File: config.mk
export PLATFORM = sky130hd
export DESIGN_NAME = lpt_timer
export DESIGN_NICKNAME = d
export VERILOG_FILES = /design/src/design/lpt_pkg.sv /design/src/design/lpt_timer.sv
export SDC_FILE = /design/constraint.sdc
export NUM_CORES = 1
export LEC_CHECK = 0
export CAP_MARGIN = 20
export CORE_ASPECT_RATIO = 2
export CORE_MARGIN = 3
export CORE_UTILIZATION = 30
export CTS_CLUSTER_DIAMETER = 120
export DETAILED_ROUTE_END_ITERATION = 12
export DONT_BUFFER_PORTS = 1
export PLACE_DENSITY_LB_ADDON = 0.25
export SETUP_SLACK_MARGIN = 0.5
export SYNTH_ARGS = -nofsm -noshare
export SYNTH_HDL_FRONTEND = slang
export SYNTH_SLANG_ARGS = --single-unit
File: constraint.sdc
create_clock -name clk_sys -period 5.4 [get_ports clk_sys]
set_input_delay 0.27 -clock clk_sys [delete_from_list [all_inputs] [get_ports clk_sys]]
set_output_delay 0.27 -clock clk_sys [all_outputs]
set_load 0.05 [all_outputs]
File: src/design/lpt_pkg.sv
// Purpose: shared constants and types of the low-power timer
// Assumes: 32-bit APB, byte addresses, one aligned word per register
// Notes: flag layout is common to status, clear and interrupt-enable registers
package lpt_pkg;
	// register byte offsets
	localparam logic [7:0] OFF_STATUS = 8'h00; // timer_flag_status_reg, read only
	localparam logic [7:0] OFF_CLEAR = 8'h04; // timer_flag_clear_reg, write one to clear
	localparam logic [7:0] OFF_IER = 8'h08; // interrupt enable (mask)
	localparam logic [7:0] OFF_CTRL = 8'h0c; // timer_control_reg
	localparam logic [7:0] OFF_CMP = 8'h10; // compare value
	localparam logic [7:0] OFF_ARR = 8'h14; // auto-reload value
	localparam logic [7:0] OFF_CNT = 8'h18; // timer_counter_value, read only
	localparam logic [7:0] OFF_CFG = 8'h1c; // periph_clock_select_reg copy
	// field positions
	localparam int FLAG_CMP = 0; // compare_match_event flag
	localparam int FLAG_ARR = 1; // autoreload_match_event flag
	localparam int CTRL_EN = 0; // timer enable
	localparam int NFLAG = 2; // number of flags
	localparam int CW = 16; // counter width
	// reset values
	localparam logic [CW-1:0] RST_ARR = 16'hffff; // auto-reload after reset
	localparam logic [CW-1:0] RST_CMP = 16'h0000; // compare after reset
	// synchronised pin inputs: four clock sources, then two oscillator status levels
	localparam int NSYNC = 6;
	localparam int SYN_OSC1ON = 4; // first_low_speed_osc running
	localparam int SYN_OSC2ON = 5; // second_low_speed_osc running
	// timer_kernel_clock_select encoding
	typedef enum logic [1:0] {
		LPT_SEL_BUS = 2'b00, // bus clock, tick every cycle
		LPT_SEL_LOW = 2'b01, // internal_low_speed_clock
		LPT_SEL_EXT = 2'b10, // external low-speed clock
		LPT_SEL_HS = 2'b11 // high-speed internal clock
	} lpt_clksel_e;
	// APB request group
	typedef struct packed {
		logic psel; // select
		logic penable; // access phase
		logic pwrite; // direction
		logic [7:0] paddr; // byte address
		logic [31:0] pwdata; // write data
	} lpt_apb_s;
endpackage : lpt_pkg

File: src/design/lpt_timer.sv
// Purpose: low-power timer with compare/auto-reload events, PWM and interrupt
// Assumes: kernel clock sources arrive as pins and are sampled on clk_sys
// Notes: peripheral reset bit from the reset controller clears the whole timer
//
// Added by the designer: the APB interface to the registers and the register addresses.
`timescale 1ns/1ps
// Operation
// - events, PWM, flags lag match by one tick
// - no exact 100% duty; compare at or above auto-reload holds PWM low (0%)
// - writing one to clear register clears flag
// - clear colliding with new event never sticks irq
// - low-speed select needs first oscillator running
// - clearing enable never freezes wake-up interrupt
module lpt_timer (
	input wire logic clk_sys, // system clock, 250 MHz
	input wire logic rst_n, // asynchronous reset, active low
	input wire lpt_pkg::lpt_apb_s apbReq, // APB request group
	output logic pready, // APB ready
	output logic [31:0] prdata, // APB read data
	output logic pslverr, // APB error for unmapped address
	input wire logic periphResetPin, // timer_periph_reset_bit level
	input wire logic [lpt_pkg::NSYNC-1:0] srcPins, // clock sources and oscillator status
	output logic compareMatchEvent, // one-cycle compare event pulse
	output logic autoreloadMatchEvent, // one-cycle auto-reload event pulse
	output logic pwmOut, // PWM level
	output logic irq // level interrupt, also the wake-up request
);
	logic [lpt_pkg::NSYNC-1:0] sync1_r; // first synchroniser stage
	logic [lpt_pkg::NSYNC-1:0] sync2_r; // second synchroniser stage
	logic [lpt_pkg::NSYNC-1:0] sync3_r; // edge-detect history
	logic rst1_r; // peripheral reset, first stage
	logic rst2_r; // peripheral reset, second stage
	logic pready_r; // ready for access phase
	logic [31:0] prdata_r; // captured read data
	logic pslverr_r; // captured error
	logic [lpt_pkg::NFLAG-1:0] status_r; // sticky flags
	logic [lpt_pkg::NFLAG-1:0] status_nxt; // next flags
	logic [lpt_pkg::NFLAG-1:0] ier_r; // interrupt enable
	logic en_r; // timer enable
	logic [1:0] sel_r; // timer_kernel_clock_select
	logic [lpt_pkg::CW-1:0] cmp_r; // compare value
	logic [lpt_pkg::CW-1:0] arr_r; // auto-reload value
	logic [lpt_pkg::CW-1:0] cnt_r; // counter
	logic cmpSeen_r; // counter met compare on last tick
	logic arrSeen_r; // counter met auto-reload on last tick
	logic cmpEvt_r; // compare event pulse
	logic arrEvt_r; // auto-reload event pulse
	logic pwm_r; // PWM level
	logic irq_r; // interrupt level

	// synchronise every pin input, one generate lane per bit
	genvar gi;
	generate
		for (gi = 0; gi < lpt_pkg::NSYNC; gi++) begin : g_sync
			always_ff @(posedge clk_sys or negedge rst_n) begin
				if (!rst_n) begin
					sync1_r[gi] <= 1'b0;
					sync2_r[gi] <= 1'b0;
					sync3_r[gi] <= 1'b0;
				end else begin
					sync1_r[gi] <= srcPins[gi];
					sync2_r[gi] <= sync1_r[gi];
					sync3_r[gi] <= sync2_r[gi];
				end
			end
		end
	endgenerate

	// peripheral reset bit synchroniser
	always_ff @(posedge clk_sys or negedge rst_n) begin
		if (!rst_n) begin
			rst1_r <= 1'b0;
			rst2_r <= 1'b0;
		end else begin
			rst1_r <= periphResetPin;
			rst2_r <= rst1_r;
		end
	end

	wire softRst = rst2_r; // whole-timer reset while held
	wire [3:0] srcEdge = sync2_r[3:0] & ~sync3_r[3:0]; // rising edges of sources
	wire osc1On = sync2_r[lpt_pkg::SYN_OSC1ON]; // first oscillator running
	wire osc2On = sync2_r[lpt_pkg::SYN_OSC2ON]; // second oscillator running
	// low-speed clock comes from the second oscillator when it is active
	wire lowSpdEdge = osc2On ? srcEdge[1] : srcEdge[0];
	// the first oscillator gates the low-speed tick even when the second oscillator supplies it
	wire lowSpdTick = lowSpdEdge & osc1On;
	wire srcTick = (sel_r == lpt_pkg::LPT_SEL_BUS) ? 1'b1 :
		(sel_r == lpt_pkg::LPT_SEL_LOW) ? lowSpdTick :
		(sel_r == lpt_pkg::LPT_SEL_EXT) ? srcEdge[2] : srcEdge[3];
	wire tick = en_r & srcTick & ~softRst; // kernel clock tick
	wire cmpHit = (cnt_r == cmp_r); // compare match on current count
	wire arrHit = (cnt_r == arr_r); // auto-reload match on current count
	wire cmpFire = tick & cmpSeen_r; // compare event one tick late
	wire arrFire = tick & arrSeen_r; // auto-reload event one tick late

	// APB decode
	wire setup = apbReq.psel & ~apbReq.penable; // setup phase
	wire wrAcc = apbReq.psel & apbReq.penable & pready_r & apbReq.pwrite; // write commit
	wire [7:0] addr = apbReq.paddr; // byte address
	wire hitStatus = (addr == lpt_pkg::OFF_STATUS);
	wire hitClear = (addr == lpt_pkg::OFF_CLEAR);
	wire hitIer = (addr == lpt_pkg::OFF_IER);
	wire hitCtrl = (addr == lpt_pkg::OFF_CTRL);
	wire hitCmp = (addr == lpt_pkg::OFF_CMP);
	wire hitArr = (addr == lpt_pkg::OFF_ARR);
	wire hitCnt = (addr == lpt_pkg::OFF_CNT);
	wire hitCfg = (addr == lpt_pkg::OFF_CFG);
	wire mapped = hitStatus | hitClear | hitIer | hitCtrl | hitCmp | hitArr | hitCnt | hitCfg;
	wire [31:0] rdMux = hitStatus ? {30'h0, status_r} :
		hitIer ? {30'h0, ier_r} :
		hitCtrl ? {31'h0, en_r} :
		hitCmp ? {16'h0, cmp_r} :
		hitArr ? {16'h0, arr_r} :
		hitCnt ? {16'h0, cnt_r} :
		hitCfg ? {30'h0, sel_r} : 32'h0;
	// clear register reads as zero; clears only on a committed write
	wire [lpt_pkg::NFLAG-1:0] clrMask = (wrAcc & hitClear) ?
		apbReq.pwdata[lpt_pkg::NFLAG-1:0] : 2'h0;
	wire [lpt_pkg::NFLAG-1:0] setMask = {arrFire, cmpFire}; // flag set requests

	// set wins over clear so a colliding clear never loses an event or sticks irq
	assign status_nxt = softRst ? 2'h0 : (setMask | (status_r & ~clrMask));

	// APB slave: answers one cycle after setup, no wait states
	always_ff @(posedge clk_sys or negedge rst_n) begin
		if (!rst_n) begin
			pready_r <= 1'b0;
			prdata_r <= 32'h0;
			pslverr_r <= 1'b0;
		end else begin
			pready_r <= setup;
			prdata_r <= setup ? rdMux : 32'h0;
			pslverr_r <= setup & ~mapped;
		end
	end

	// software-written registers, all returned to their reset values by the peripheral reset bit
	always_ff @(posedge clk_sys or negedge rst_n) begin
		if (!rst_n) begin
			ier_r <= 2'h0;
			en_r <= 1'b0;
			sel_r <= 2'h0;
			cmp_r <= lpt_pkg::RST_CMP;
			arr_r <= lpt_pkg::RST_ARR;
		end else if (softRst) begin
			ier_r <= 2'h0;
			en_r <= 1'b0;
			sel_r <= 2'h0;
			cmp_r <= lpt_pkg::RST_CMP;
			arr_r <= lpt_pkg::RST_ARR;
		end else if (wrAcc) begin
			if (hitIer) ier_r <= apbReq.pwdata[lpt_pkg::NFLAG-1:0];
			if (hitCtrl) en_r <= apbReq.pwdata[lpt_pkg::CTRL_EN];
			if (hitCfg) sel_r <= apbReq.pwdata[1:0];
			if (hitCmp) cmp_r <= apbReq.pwdata[lpt_pkg::CW-1:0];
			if (hitArr) arr_r <= apbReq.pwdata[lpt_pkg::CW-1:0];
		end
	end

	// counter and one-tick-late match pipeline
	always_ff @(posedge clk_sys or negedge rst_n) begin
		if (!rst_n) begin
			cnt_r <= 16'h0;
			cmpSeen_r <= 1'b0;
			arrSeen_r <= 1'b0;
		end else if (softRst) begin
			cnt_r <= 16'h0;
			cmpSeen_r <= 1'b0;
			arrSeen_r <= 1'b0;
		end else if (tick) begin
			cnt_r <= arrHit ? 16'h0 : cnt_r + 16'h1; // wrap at auto-reload
			cmpSeen_r <= cmpHit;
			arrSeen_r <= arrHit;
		end
	end

	// events, PWM and irq; irq follows the flags so disabling can never freeze it
	always_ff @(posedge clk_sys or negedge rst_n) begin
		if (!rst_n) begin
			cmpEvt_r <= 1'b0;
			arrEvt_r <= 1'b0;
			pwm_r <= 1'b0;
			status_r <= 2'h0;
			irq_r <= 1'b0;
		end else begin
			cmpEvt_r <= cmpFire;
			arrEvt_r <= arrFire;
			// the late update makes a full-period high level impossible; compare at or above auto-reload keeps it low
			if (softRst) pwm_r <= 1'b0;
			else if (arrFire) pwm_r <= 1'b0;
			else if (cmpFire) pwm_r <= 1'b1;
			status_r <= status_nxt;
			irq_r <= |(status_nxt & ier_r);
		end
	end

	assign pready = pready_r;
	assign prdata = prdata_r;
	assign pslverr = pslverr_r;
	assign compareMatchEvent = cmpEvt_r;
	assign autoreloadMatchEvent = arrEvt_r;
	assign pwmOut = pwm_r;
	assign irq = irq_r;

	// checks
	property p_cmp_late;
		@(posedge clk_sys) disable iff (!rst_n)
		(tick && cmpHit) ##1 tick |=> cmpEvt_r;
	endproperty
	a_cmp_late: assert property (p_cmp_late) else $error("compare event not one tick late");
	property p_arr_late;
		@(posedge clk_sys) disable iff (!rst_n)
		arrEvt_r |-> $past(arrSeen_r) && !$past(softRst);
	endproperty
	a_arr_late: assert property (p_arr_late) else $error("reload event without prior match");
	property p_pwm_low;
		@(posedge clk_sys) disable iff (!rst_n)
		arrEvt_r |-> !pwm_r;
	endproperty
	a_pwm_low: assert property (p_pwm_low) else $error("pwm not low after reload");
	property p_pwm_high;
		@(posedge clk_sys) disable iff (!rst_n)
		(cmpEvt_r && !arrEvt_r && !$past(softRst)) |-> pwm_r;
	endproperty
	a_pwm_high: assert property (p_pwm_high) else $error("pwm not high after compare");
	property p_clear;
		@(posedge clk_sys) disable iff (!rst_n)
		(clrMask[0] && !cmpFire) |=> !status_r[0];
	endproperty
	a_clear: assert property (p_clear) else $error("flag not cleared by write");
	property p_set_wins;
		@(posedge clk_sys) disable iff (!rst_n)
		(|setMask) |=> ((status_r & $past(setMask)) == $past(setMask));
	endproperty
	a_set_wins: assert property (p_set_wins) else $error("event lost against clear");
	property p_irq;
		@(posedge clk_sys) disable iff (!rst_n)
		irq_r == |(status_r & $past(ier_r));
	endproperty
	a_irq: assert property (p_irq) else $error("irq does not follow enabled flags");
	property p_osc1_gate;
		@(posedge clk_sys) disable iff (!rst_n)
		(sel_r == lpt_pkg::LPT_SEL_LOW && !osc1On) |-> !tick;
	endproperty
	a_osc1_gate: assert property (p_osc1_gate) else $error("timer ran without first osc");
	property p_disabled;
		@(posedge clk_sys) disable iff (!rst_n)
		(!en_r && !softRst) |=> (cnt_r == $past(cnt_r)) && !cmpEvt_r;
	endproperty
	a_disabled: assert property (p_disabled) else $error("disabled timer still counting");
	property p_soft_rst;
		@(posedge clk_sys) disable iff (!rst_n)
		softRst |=> (cnt_r == 16'h0) && (status_r == 2'h0) && !irq_r;
	endproperty
	a_soft_rst: assert property (p_soft_rst) else $error("peripheral reset left state");
	property p_apb_ready;
		@(posedge clk_sys) disable iff (!rst_n)
		setup |=> pready_r ##1 !pready_r;
	endproperty
	a_apb_ready: assert property (p_apb_ready) else $error("apb ready not one cycle");
endmodule : lpt_timer

==> impl_results.md <==
* Max_slew headroom at 43.5%
* Startpoint types: flop
* # port buffers at 0
* First-pass GRT wire length at 19.7 mm
* Setup CP Type: reg2reg
* Syn Area/Cell at 9.89 um^2
* Post-CTS sizing at 0
* # diodes at 0
* Finished Layout Cells at roughly 680
* Synth top area share at 42.1%
* CTS H-Tree Depth at 3
* TritonCTS buffer count at 9
* Initial antenna violation count at 0
* # rows at 64
* Slew Viols, Final at 0
* DRC errors left at 0
* Die ar. at 17,700 um^2
* Wirelength, routed at approximately 12 mm
* Clock Path Buffers at 2
* 1st-pass router iterations at 4
* Worst min path class: in2reg
* Routed WL per cell at 18.2 um
* Worst-Margin Slew at 840 ps
* Final setup fails at 0
* Pwr Total at 0.00146 W
* I/O pin cnt at 90
* Worst hold slack at approximately 14 ps
* P_sw at 0.000350 W
* Pwr Density at approximately 280 nW/um^2
* Sequential cell area fraction in the yosys report at just over 50%
* Largest net degree at the start of global routing at just under 100
* Post-DP HPWL at approximately 8.7 mm
* Sum of negative setup slack at 0 ps
* Distinct cells, synth at 52
* Layout area overhead at 10.3%
* Max IR drop VDD at 0.000115 V
* Synth warn at 0
* RD Place Congestion at between 0.8 and 0.9
* Crit path required time at 5600 ps
* Post-Route Skew at 9.45 ps
* Top-count cell post-synth: dfrtp_1
* Starting density of the core at between 30% and 40%
* Vias in the first global route at ~3,600
* Static leakage at 2.14 nW
* Post-Place Cells at 656
* CTS tree: built
* Clock-pin slew of the registers on the worst-case setup and hold paths at 70 ps
* Clk root buf: clkbuf_16
* Core Util, Final at between 30% and 40%
* WP data arrival at 2860 ps
* RSZ-0062 raised after global routing: false
* Fillers at 1,597
* Period utilization at about half
* CORE AREA at 15,500 um^2
* Synth Register Bits at slightly below 100
* Sink Count at 97
* Die height at 185 um
* Worst-Skew Late Latency at 350 ps
* Comb power frac at between 5 and 6%
* Leading area contributor after synthesis: dfrtp_1
* Routed vias/inst at 5.16
* Endpoints failing hold at 0
* Seq pwr share at 50.6%
* Number of synthesized flops with an enable pin at 0
* Drt first-iter violations at about 240
* Pint at 0.00111 W
* CP max FO at 14
* Most instantiated cells after synthesis: dfrtp_1, nand2_1, a21oi_1
* Post-route ant nets at 0
* Clock power frac at between 40% and 50%
* Syn Inst Count at 487
* Net Sw Frac at 23.9%
* Max Cap Viol at 0
* Fin crit period at 2660 ps
* CP endpoint kind: flop
* Post-synthesis cell area at 4810 um^2
* Status: finished clean
* GRT Overall Usage at 14.8%
* Max frequency at between 300 and 400 MHz
* Post-layout nets at 531
* Fraction of registers with async set/reset at between 90% and 100%
* Die Wd at around 96 um
* Total gr overflow at 0
* Vias at 3,515
* Top cells by area, synth: dfrtp_1, dfstp_2, mux2i_1, nand2_1, a21oi_1
* Ratio of cells with drive above 1 in the final layout at 9.94%
* Top_reg_cell synth: dfrtp_1
logic make-up after synthesis:
family                     after synthesis  synth area share, %
xor gates and xnor gates                32                 5.82
AOI/OAI and AO/OA                       80                 10.3
DFF                                     97                 50.8
adders and majority gates                1                0.260
buffers and inverters                   65                 6.68
muxes                                   38                 8.42
other                                    1               0.0779
and+or+nand+nor                        173                 17.6
cell type report:
cell class | count | area, um^2 | share of cell area, %
Tap cell | 198 | 248 | 4.66
Timing Repair Buffer | 15 | 153 | 2.87
Inverter | 15 | 56.3 | 1.06
Sequential cell | 97 | 2450 | 46.1
Clock inverter | 6 | 67.6 | 1.27
Multi-Input combinational cell | 340 | 2110 | 39.7
Clock buffer | 10 | 229 | 4.31
final timing paths:
path | from | to | slack (ps) | cells past startpoint
worst max-delay path | cnt_r[6]$_DFFE_PN0P_ | cnt_r[11]$_DFFE_PN0P_ | 2740 | 5
worst min register to register | sync1_r[4]$_DFF_PN0_ | osc1On$_DFF_PN0_ | 350 | 0
min in group asynchronous | rst_n | status_r[0]$_DFF_PN0_ | 510 | 2
worst min-delay path | apbReq[41] | pready$_DFF_PN0_ | 10 | 1
max in group asynchronous | rst_n | arr_r[13]$_DFFE_PN1P_ | 4470 | 2
worst max register to register | cnt_r[6]$_DFFE_PN0P_ | cnt_r[11]$_DFFE_PN0P_ | 2740 | 5
cell usage in the layout, fill, tap and decap left out, drive strengths merged, types with 4 or more instances in the layout:
master	netlist	final
a21oi	44	44
a22oi	6	6
and2	5	5
and4	4	4
buf	23	7
clkbuf	27	10
conb	1	16
dfrtp	81	81
dfstp	16	16
dlygate4sd3	0	8
inv	14	15
mux2i	36	36
nand2	67	67
nand2b	6	6
nand3	13	13
nand4	12	12
nor2	36	36
nor2b	5	5
nor3	6	6
nor4	6	6
o21ai	6	6
o22ai	6	6
xnor2	24	24
xor2	8	8
sequential cells by signal, summed over array words and instances (netlist names), 2 cells and up:
name and count:
sync3_r 4, cnt_r 16, sync2_r 4, arr_r 16
status_r 2, sel_r 2, sync1_r 6, cmp_r 16
prdata 16, ier_r 2
worst max-delay path: stages, from the launching register on:
cell and delay, ps:
dfrtp_1 490, xnor2_1 290, nand4_1 180, nor4_1 760, or3_1 610, o31ai_1 170
routing by layer:
| layer | vias to the layer above | global-route usage, % | share of wire [%] |
|---|---|---|---|
| li1 | 1625 | - | - |
| met1 | 1763 | 15.9 | 37 |
| met2 | 104 | 26.8 | 54 |
| met3 | 23 | 3.25 | 5.5 |
| met4 | 0 | 7.01 | 3.5 |
| met5 | - | 0 | 0 |
through the flow:
step	area (um^2)	worst slack [ps]
finish	5310	2740
global route	5310	2530
CTS	5310	2650
detailed placement	4910	2710
global placement	4910	2730
floorplan	4870	3420
power by group through the flow:
stage	clock [W]	combinational [W]	sequential [W]
2_1_floorplan	0	0.0000614	0.000754
3_3_place_gp	0	0.0000558	0.000754
3_5_place_dp	0	0.0000558	0.000754
4_1_cts	0.000665	0.0000784	0.000740
5_1_grt	0.000698	0.0000837	0.000741
6_report	0.000647	0.0000770	0.000740
repair_timing:
action | in CTS | in global routing
hold buffers | 9 | 0
buffers inserted | 0 | 0
endpoints found under the hold margin | 104 | 0
(Power assumes the default switching activity.)
